===== src/core/rsc_consts.vh =====
`ifndef RSC_CONSTS_VH
`define RSC_CONSTS_VH

// ----------------------------------------------------------------
// Register byte offsets on the APB
// ----------------------------------------------------------------
`define RSC_OFF_CAUSE      12'h000
`define RSC_OFF_LV_CTRL    12'h004
`define RSC_OFF_LV_LEVEL   12'h008
`define RSC_OFF_WDT_EN     12'h00C
`define RSC_OFF_STATUS     12'h010

// ----------------------------------------------------------------
// Field positions
// ----------------------------------------------------------------
`define RSC_BIT_WDT_FLAG   4
`define RSC_BIT_LV_FLAG    0
`define RSC_BIT_ST_HOLD    0
`define RSC_BIT_ST_OPT     1

// ----------------------------------------------------------------
// Reset values
// ----------------------------------------------------------------
`define RSC_RST_BYTE       8'h00
`define RSC_WDT_EN_OPT0    8'h1A
`define RSC_WDT_EN_OPT1    8'h9A

// ----------------------------------------------------------------
// Source vector layout and timing
// ----------------------------------------------------------------
`define RSC_SRC_W          6
`define RSC_SRC_PIN        0
`define RSC_SRC_POC        1
`define RSC_SRC_WDT        2
`define RSC_SRC_LV         3
`define RSC_SRC_OSC        4
`define RSC_SRC_OPT        5
`define RSC_INIT_CYC       2'h3

`endif


===== src/core/rsc_sync.v =====
// ----------------------------------------------------------------
// Two-stage synchroniser, one per bit
// ----------------------------------------------------------------
module rsc_sync #(
   parameter W = 6
) (
   input  wire         pclk,
   input  wire         presetn,
   input  wire [W-1:0] async_in,
   output wire [W-1:0] sync_out
);

   genvar i;
   generate
      for (i = 0; i < W; i = i + 1)
      begin : g_bit
         reg stage1;
         reg stage2;
         // First stage feeds only the second
         always @(posedge pclk or negedge presetn)
         begin
            if (!presetn)
            begin
               stage1 <= 1'b0;
               stage2 <= 1'b0;
            end
            else
            begin
               stage1 <= async_in[i];
               stage2 <= stage1;
            end
         end
         assign sync_out[i] = stage2;
      end
   endgenerate

endmodule


===== src/core/rsc_top.v =====
// Summary of operation
// - During reset, state takes after-reset values; oscillator wait only holds the core; no program counter.
// - Watchdog enable loads 1AH or 9AH on reset, chosen by option byte.
// - Cause and low-voltage registers reset nominally to 00H, then per source.
// - Watchdog flag: pin/power-on clear it, watchdog sets, low-voltage holds.
// - Low-voltage flag: pin/power-on clear it, watchdog holds, low-voltage sets.
// - Low-voltage control and level clear on pin, power-on, watchdog; hold on low-voltage.
// - Software read of cause register clears it to 00H.
`include "rsc_consts.vh"

module rsc_top (
   input  wire        pclk,
   input  wire        presetn,
   input  wire        psel,
   input  wire        penable,
   input  wire        pwrite,
   input  wire [11:0] paddr,
   input  wire [31:0] pwdata,
   output reg  [31:0] prdata,
   output reg         pready,
   output reg         pslverr,
   input  wire        pin_reset_req,
   input  wire        power_on_clear_req,
   input  wire        watchdog_unit_req,
   input  wire        low_voltage_detector_req,
   input  wire        osc_wait,
   input  wire        option_wdt_sel,
   output reg         core_hold,
   output reg  [7:0]  watchdog_enable_register,
   output reg  [7:0]  lowvolt_detect_control,
   output reg  [7:0]  lowvolt_level_select
);

   // ----------------------------------------------------------------
   // Source synchronisation
   // ----------------------------------------------------------------
   wire [`RSC_SRC_W-1:0] src_async;
   wire [`RSC_SRC_W-1:0] src;

   assign src_async[`RSC_SRC_PIN] = pin_reset_req;
   assign src_async[`RSC_SRC_POC] = power_on_clear_req;
   assign src_async[`RSC_SRC_WDT] = watchdog_unit_req;
   assign src_async[`RSC_SRC_LV]  = low_voltage_detector_req;
   assign src_async[`RSC_SRC_OSC] = osc_wait;
   assign src_async[`RSC_SRC_OPT] = option_wdt_sel;

   rsc_sync #(
      .W (`RSC_SRC_W)
   ) u_sync (
      .pclk     (pclk),
      .presetn  (presetn),
      .async_in (src_async),
      .sync_out (src)
   );

   wire pin_rst = src[`RSC_SRC_PIN];
   wire poc_rst = src[`RSC_SRC_POC];
   wire wdt_rst = src[`RSC_SRC_WDT];
   wire lv_rst  = src[`RSC_SRC_LV];
   wire osc_run = src[`RSC_SRC_OSC];
   wire opt_sel = src[`RSC_SRC_OPT];

   // Pin and power-on share the full clear
   wire hard_clr = pin_rst | poc_rst;
   wire any_rst  = hard_clr | wdt_rst | lv_rst;

   // ----------------------------------------------------------------
   // Bus decode
   // ----------------------------------------------------------------
   function rsc_hit;
      input [11:0] addr;
      input [11:0] off;
      begin
         rsc_hit = (addr[11:2] == off[11:2]);
      end
   endfunction

   wire xfer_done = psel & penable & pready;
   wire wr_done   = xfer_done & pwrite;
   wire rd_done   = xfer_done & ~pwrite;
   wire mapped    = rsc_hit(paddr, `RSC_OFF_CAUSE) | rsc_hit(paddr, `RSC_OFF_LV_CTRL) |
                    rsc_hit(paddr, `RSC_OFF_LV_LEVEL) | rsc_hit(paddr, `RSC_OFF_WDT_EN) |
                    rsc_hit(paddr, `RSC_OFF_STATUS);
   // Writes are dropped while the core is held so values stay as reset left them
   wire wr_ok     = wr_done & ~core_hold & ~any_rst;

   // ----------------------------------------------------------------
   // State
   // ----------------------------------------------------------------
   reg       watchdog_cause_flag;
   reg       lowvolt_cause_flag;
   reg [1:0] init_cnt;

   reg       next_watchdog_cause_flag;
   reg       next_lowvolt_cause_flag;
   reg [7:0] next_lv_ctrl;
   reg [7:0] next_lv_level;
   reg [7:0] next_wdt_en;
   reg [1:0] next_init_cnt;

   wire [7:0] cause_byte = {3'h0, watchdog_cause_flag, 3'h0, lowvolt_cause_flag};
   wire [7:0] opt_value  = opt_sel ? `RSC_WDT_EN_OPT1 : `RSC_WDT_EN_OPT0;

   // Cause flags; hardware events win over the read clear
   always @*
   begin
      next_watchdog_cause_flag = watchdog_cause_flag;
      next_lowvolt_cause_flag  = lowvolt_cause_flag;
      if (hard_clr)
      begin
         next_watchdog_cause_flag = 1'b0;
         next_lowvolt_cause_flag  = 1'b0;
      end
      else if (wdt_rst | lv_rst)
      begin
         if (wdt_rst)
            next_watchdog_cause_flag = 1'b1;
         if (lv_rst)
            next_lowvolt_cause_flag = 1'b1;
      end
      else if (rd_done && rsc_hit(paddr, `RSC_OFF_CAUSE))
      begin
         next_watchdog_cause_flag = 1'b0;
         next_lowvolt_cause_flag  = 1'b0;
      end
   end

   // Low-voltage registers survive only their own reset
   always @*
   begin
      next_lv_ctrl  = lowvolt_detect_control;
      next_lv_level = lowvolt_level_select;
      if (hard_clr | wdt_rst)
      begin
         next_lv_ctrl  = `RSC_RST_BYTE;
         next_lv_level = `RSC_RST_BYTE;
      end
      else if (lv_rst)
      begin
         next_lv_ctrl  = lowvolt_detect_control;
         next_lv_level = lowvolt_level_select;
      end
      else if (wr_ok && rsc_hit(paddr, `RSC_OFF_LV_CTRL))
         next_lv_ctrl = pwdata[7:0];
      else if (wr_ok && rsc_hit(paddr, `RSC_OFF_LV_LEVEL))
         next_lv_level = pwdata[7:0];
   end

   // Watchdog enable follows the option byte after any reset.
   // The init window covers the synchroniser delay after bus reset.
   always @*
   begin
      next_init_cnt = init_cnt;
      next_wdt_en   = watchdog_enable_register;
      if (init_cnt != 2'h0)
         next_init_cnt = init_cnt - 2'h1;
      if (any_rst || init_cnt != 2'h0)
         next_wdt_en = opt_value;
      else if (wr_ok && rsc_hit(paddr, `RSC_OFF_WDT_EN))
         next_wdt_en = pwdata[7:0];
   end

   // Register update; bus reset acts as a power-on clear
   always @(posedge pclk or negedge presetn)
   begin
      if (!presetn)
      begin
         watchdog_cause_flag      <= 1'b0;
         lowvolt_cause_flag       <= 1'b0;
         lowvolt_detect_control   <= `RSC_RST_BYTE;
         lowvolt_level_select     <= `RSC_RST_BYTE;
         watchdog_enable_register <= `RSC_WDT_EN_OPT0;
         init_cnt                 <= `RSC_INIT_CYC;
         core_hold                <= 1'b1;
      end
      else
      begin
         watchdog_cause_flag      <= next_watchdog_cause_flag;
         lowvolt_cause_flag       <= next_lowvolt_cause_flag;
         lowvolt_detect_control   <= next_lv_ctrl;
         lowvolt_level_select     <= next_lv_level;
         watchdog_enable_register <= next_wdt_en;
         init_cnt                 <= next_init_cnt;
         // Core held while any reset or the oscillator wait runs
         core_hold                <= any_rst | osc_run | (init_cnt != 2'h0);
      end
   end

   // ----------------------------------------------------------------
   // APB answer
   // ----------------------------------------------------------------
   reg [31:0] rd_mux;

   // Read data chosen a cycle early so outputs come from flops
   always @*
   begin
      rd_mux = 32'h0000_0000;
      if (rsc_hit(paddr, `RSC_OFF_CAUSE))
         rd_mux = {24'h00_0000, cause_byte};
      else if (rsc_hit(paddr, `RSC_OFF_LV_CTRL))
         rd_mux = {24'h00_0000, lowvolt_detect_control};
      else if (rsc_hit(paddr, `RSC_OFF_LV_LEVEL))
         rd_mux = {24'h00_0000, lowvolt_level_select};
      else if (rsc_hit(paddr, `RSC_OFF_WDT_EN))
         rd_mux = {24'h00_0000, watchdog_enable_register};
      else if (rsc_hit(paddr, `RSC_OFF_STATUS))
         rd_mux = {30'h0000_0000, opt_sel, core_hold};
   end

   // One wait state on every access
   always @(posedge pclk or negedge presetn)
   begin
      if (!presetn)
      begin
         pready  <= 1'b0;
         pslverr <= 1'b0;
         prdata  <= 32'h0000_0000;
      end
      else
      begin
         pready  <= psel & penable & ~pready;
         pslverr <= psel & penable & ~pready & ~mapped;
         // Unmapped writes answer zero data too, so an error never shows stale data
         if (psel & penable & ~pready & (~pwrite | ~mapped))
            prdata <= rd_mux;
      end
   end

endmodule


===== config.mk =====
export PLATFORM = sky130hd
export DESIGN_NAME = rsc_top
export DESIGN_NICKNAME = d
export VERILOG_FILES = /design/src/core/rsc_sync.v /design/src/core/rsc_top.v
export VERILOG_INCLUDE_DIRS = /design/src /design/src/core
export SDC_FILE = /design/constraint.sdc
export NUM_CORES = 1
export LEC_CHECK = 0
export BUFFER_PORTS_ARGS = -buffer_cell sky130_fd_sc_hd__clkbuf_2
export CORE_MARGIN = 4
export CORE_UTILIZATION = 42
export CTS_CLUSTER_DIAMETER = 80
export DETAILED_ROUTE_END_ITERATION = 8
export PLACE_DENSITY = 0.75
export SETUP_SLACK_MARGIN = 0.15
export SLEW_MARGIN = 20
export SYNTH_ARGS = -nofsm -noshare
export SYNTH_HDL_FRONTEND = slang
export SYNTH_SLANG_ARGS = --single-unit
export TNS_END_PERCENT = 1

===== constraint.sdc =====
create_clock -name pclk -period 2 [get_ports pclk]
set_input_delay 0.2 -clock pclk [delete_from_list [all_inputs] [get_ports pclk]]
set_output_delay 0.2 -clock pclk [all_outputs]
set_load 0.02 [all_outputs]

==> impl_metrics.prom <==
# TYPE chip_impl_metric gauge
chip_impl_metric{name="post-route-cell-area",unit="sq um"} 3087
chip_impl_metric{name="crit_required",unit="ns"} 2.17
chip_impl_metric{name="grt_antenna_before_repair",unit=""} 0
chip_impl_metric{name="detailed_place_hpwl",unit="um"} 4666
chip_impl_metric{name="io_buffers",unit=""} 63
chip_impl_metric{name="floorplan.rows",unit=""} 28
chip_impl_metric{name="grt_first_pass_wirelength",unit="um"} 9722
chip_impl_info{name="tritoncts",value="yes"} 1
chip_impl_metric{name="ys_seq_area_frac",unit=""} 0.5034
chip_impl_metric{name="power_per_cell_area",unit="nW/um^2"} 629.8
chip_impl_info{name="mostFrequentLayoutCell",value="clkbuf_2"} 1
chip_impl_metric{name="die_area",unit="sq um"} 7382
chip_impl_metric{name="post-route-min-period",unit="ns"} 1.786
chip_impl_metric{name="placeableCoreArea",unit="sq um"} 5921
chip_impl_metric{name="max_freq",unit="MHz"} 559.8
chip_impl_info{name="holdCritPathClass",value="primary input to register"} 1
chip_impl_info{name="rsz0062_at_grt",value="true"} 1
chip_impl_metric{name="worst_slew_pin_slew",unit="ns"} 0.6409
chip_impl_metric{name="place.gp.congestion",unit=""} 0.8670
chip_impl_metric{name="number_of_global_route_vias_before_repair",unit=""} 1908
chip_impl_metric{name="drt_iter0_drc",unit=""} 116
chip_impl_metric{name="slew_headroom",unit=""} 0.5728
chip_impl_metric{name="antennaDiodeCount",unit=""} 0
chip_impl_metric{name="floorplan.die.height",unit="um"} 85.92
chip_impl_metric{name="wire_per_inst",unit="um"} 15.39
chip_impl_metric{name="leakagePower",unit="nW"} 1.423
chip_impl_metric{name="arrival",unit="ns"} 1.96
chip_impl_metric{name="ant_nets",unit=""} 0
chip_impl_metric{name="cts_post_setup_buffers_inserted",unit=""} 0
chip_impl_info{name="crit_path_start_kind",value="register"} 1
chip_impl_metric{name="routed_via_density",unit=""} 5.244
chip_impl_metric{name="path_max_fanout",unit=""} 8
chip_impl_metric{name="drc_errors",unit=""} 0
chip_impl_metric{name="setup_viol",unit=""} 0
chip_impl_metric{name="detail_route.wirelength",unit="um"} 5985
chip_impl_info{name="synth_top_family_by_area",value="simple AND/OR/NAND/NOR gates"} 1
chip_impl_info{name="cp-end-kind",value="register"} 1
chip_impl_metric{name="synth_mux_area_frac",unit=""} 0.1006
chip_impl_metric{name="areaGrowthSynthToFinish",unit="%"} 21.05
chip_impl_metric{name="initial_cell_density_of_the_core",unit=""} 0.4307
chip_impl_metric{name="synth_adder_area_share",unit=""} 0.004907
chip_impl_metric{name="design.portCount",unit=""} 114
chip_impl_metric{name="yosys_register_bits",unit=""} 51
chip_impl_metric{name="syn_area_per_cell",unit="sq um"} 10.62
chip_impl_metric{name="timing.reg2reg.setup_slack",unit="ns"} 0.21
chip_impl_metric{name="clock_sink_total",unit=""} 51
chip_impl_info{name="cts_root_buffer",value="clkbuf_8"} 1
chip_impl_metric{name="clock_tree.buffer_depth",unit=""} 2
chip_impl_metric{name="path_clk_slew",unit="ns"} 0.08
chip_impl_metric{name="grtUsageTotal",unit=""} 0.1664
chip_impl_metric{name="finalNonFillerCells",unit=""} 389
chip_impl_metric{name="via_count",unit=""} 2040
chip_impl_metric{name="clk-insertion-delay-late",unit="ns"} 0.29
chip_impl_metric{name="synth_compound_area_frac",unit=""} 0.1222
chip_impl_metric{name="cap_violations",unit=""} 0
chip_impl_metric{name="final_net_count",unit=""} 369
chip_impl_info{name="outcome",value="finished, final reports clean"} 1
chip_impl_metric{name="final.setup_skew",unit="ns"} 0.008266
chip_impl_info{name="layout_common_cells",value="clkbuf_2, dfrtp_1, conb_1, a21oi_1"} 1
chip_impl_metric{name="ir_worst_vdd",unit="uV"} 344.0
chip_impl_metric{name="yosys.area_share.xor_xnor",unit=""} 0.003435
chip_impl_metric{name="grt_overflow",unit=""} 0
chip_impl_metric{name="syn-instance-count",unit=""} 240
chip_impl_metric{name="grt_start_max_net_pins",unit=""} 29
chip_impl_metric{name="final_layout_size_suffix_gt1_frac",unit=""} 0.3694
chip_impl_metric{name="mapped_area",unit="sq um"} 2550
chip_impl_metric{name="cts-buffers-inserted",unit=""} 5
chip_impl_metric{name="yosysWarningCount",unit=""} 0
chip_impl_metric{name="simple_gate_fraction_of_synth_area",unit=""} 0.1580
chip_impl_metric{name="final-max-slew-violation-count",unit=""} 0
chip_impl_metric{name="die_width",unit="um"} 85.92
chip_impl_metric{name="dr.pass1.iters",unit=""} 4
chip_impl_metric{name="dp_cells",unit=""} 378
chip_impl_info{name="setup.worst_path.class",value="register to register"} 1
chip_impl_metric{name="finalHoldViolCount",unit=""} 0
chip_impl_metric{name="synth_cell_types",unit=""} 44
chip_impl_metric{name="finalCritPeriodShare",unit=""} 0.8931
chip_impl_metric{name="cts.htree.levels",unit=""} 2
chip_impl_metric{name="place_area",unit="sq um"} 2943
## final cells by class
cell class / count / area, sq um
Multi-Input combinational cell: 168 / 1090
Tap cell: 75 / 93.84
Clock inverter: 1 / 30.03
Sequential cell: 51 / 1284
Timing Repair Buffer: 83 / 498.0
Fill cell: 561 / 2834
Inverter: 4 / 15.01
Clock buffer: 7 / 76.32
## metal layers
layer / part of all wire / GRT usage / vias up
li1: - / - / 952
met1: 0.41 / 0.2197 / 1007
met3: 0.068 / 0.03554 / 6
met2: 0.52 / 0.2796 / 75
met4: 0.0080 / 0.03885 / 0
met5: 0 / 0 / -
## path summary, 6_finish.rpt
path,start,endpoint,cells after the start
min in group asynchronous,presetn,lowvolt_level_select[5],2
worst min register to register,u_sync.g_bit[4].stage1,u_sync.g_bit[4].stage2,0
worst max register to register,u_sync.g_bit[3].stage2,lowvolt_detect_control[6],5
worst min-delay path,watchdog_unit_req,u_sync.g_bit[2].stage1,1
max in group asynchronous,presetn,watchdog_enable_register[4],3
worst max-delay path,u_sync.g_bit[3].stage2,lowvolt_detect_control[6],5
## report_power, final
group | internal (mW) | total (mW) | switching [mW] | leakage, nW
clock network | 0.374 | 0.682 | 0.308 | 0.0524
registers | 1.05 | 1.06 | 0.00931 | 0.659
logic | 0.0680 | 0.204 | 0.136 | 0.712
## critical path, stage by stage, from the launching register on
cell and delay [ns]:
dfrtp_1 0.41, or4_1 0.45, buf_4 0.17, or3_4 0.37, o21ai_0 0.18, a21oi_1 0.09
## timing repair
item,4_1_cts,5_1_grt
endpoints found under the hold margin,24,1
resized for setup,1,2
hold buffers,2,1
endpoints found under the setup margin,8,10
## sequential cells by signal, indices dropped and copies added, names as in the netlist
signal,count
init_cnt,2
pslverr,1
lowvolt_cause_flag,1
lowvolt_detect_control,8
u_sync.g_bit.stage2,6
core_hold,1
u_sync.g_bit.stage1,6
pready,1
watchdog_enable_register,8
lowvolt_level_select,8
watchdog_cause_flag,1
prdata,8
## cell usage after synthesis
master / instances / share of area
buf_1: 4 / 0.0059
a21oi_1: 21 / 0.041
mux4_2: 1 / 0.0088
nor4_2: 1 / 0.0049
or4_1: 1 / 0.0029
or3_2: 1 / 0.0029
inv_1: 4 / 0.0059
xnor2_1: 1 / 0.0034
nor4_4: 1 / 0.0083
or3_1: 2 / 0.0049
nand4bb_1: 1 / 0.0044
ha_1: 1 / 0.0049
dfstp_2: 6 / 0.062
o21ai_4: 1 / 0.0064
or4b_2: 1 / 0.0039
a32o_1: 1 / 0.0039
o21ai_0: 18 / 0.035
conb_1: 1 / 0.0015
or4_2: 1 / 0.0034
buf_4: 24 / 0.071
mux2i_1: 11 / 0.043
o32ai_1: 1 / 0.0034
a22oi_1: 5 / 0.015
nor4_1: 2 / 0.0049
buf_6: 2 / 0.0088
o21ba_2: 1 / 0.0039
nor3b_1: 2 / 0.0059
mux2_2: 11 / 0.049
and3b_1: 1 / 0.0034
or4_4: 2 / 0.0088
nand2b_1: 3 / 0.0074
dfrtp_1: 45 / 0.44
or2_2: 1 / 0.0025
nor3_1: 7 / 0.014
clkbuf_1: 10 / 0.015
nor2b_1: 2 / 0.0049
nand3_1: 17 / 0.033
nand2_1: 7 / 0.010
o211ai_1: 1 / 0.0029
nor2_1: 10 / 0.015
a211o_1: 2 / 0.0069
or3b_2: 1 / 0.0034
nand3b_1: 3 / 0.0088
a32oi_1: 1 / 0.0034
## kinds of logic (layout without fill, tap and decap cells)
logic type | after synthesis | in the layout
simple gates | 67 | 67
flops | 51 | 51
compound gates | 52 | 52
other cells | 1 | 24
buf+inv | 44 | 95
xor+xnor | 1 | 1
fa+ha+maj | 1 | 1
mux | 23 | 23
## per-stage QoR
stage | hold slack, ns | setup slack (ns) | power [mW] | TNS, ns | util
finish | 0.008603 | 0.2137 | 1.944 | 0 | 0.5213
global route | 0.001535 | 0.1400 | 2.033 | 0 | 0.5213
CTS | 0.0008554 | 0.1558 | 1.964 | 0 | 0.5188
detailed placement | 0.2529 | -0.06275 | 1.276 | -0.4288 | 0.4970
global placement | 0.2481 | -0.03759 | 1.273 | -0.2318 | 0.4970
floorplan | -0.09559 | -0.1030 | 1.222 | -0.6180 | -
(Power assumes the default switching activity.)
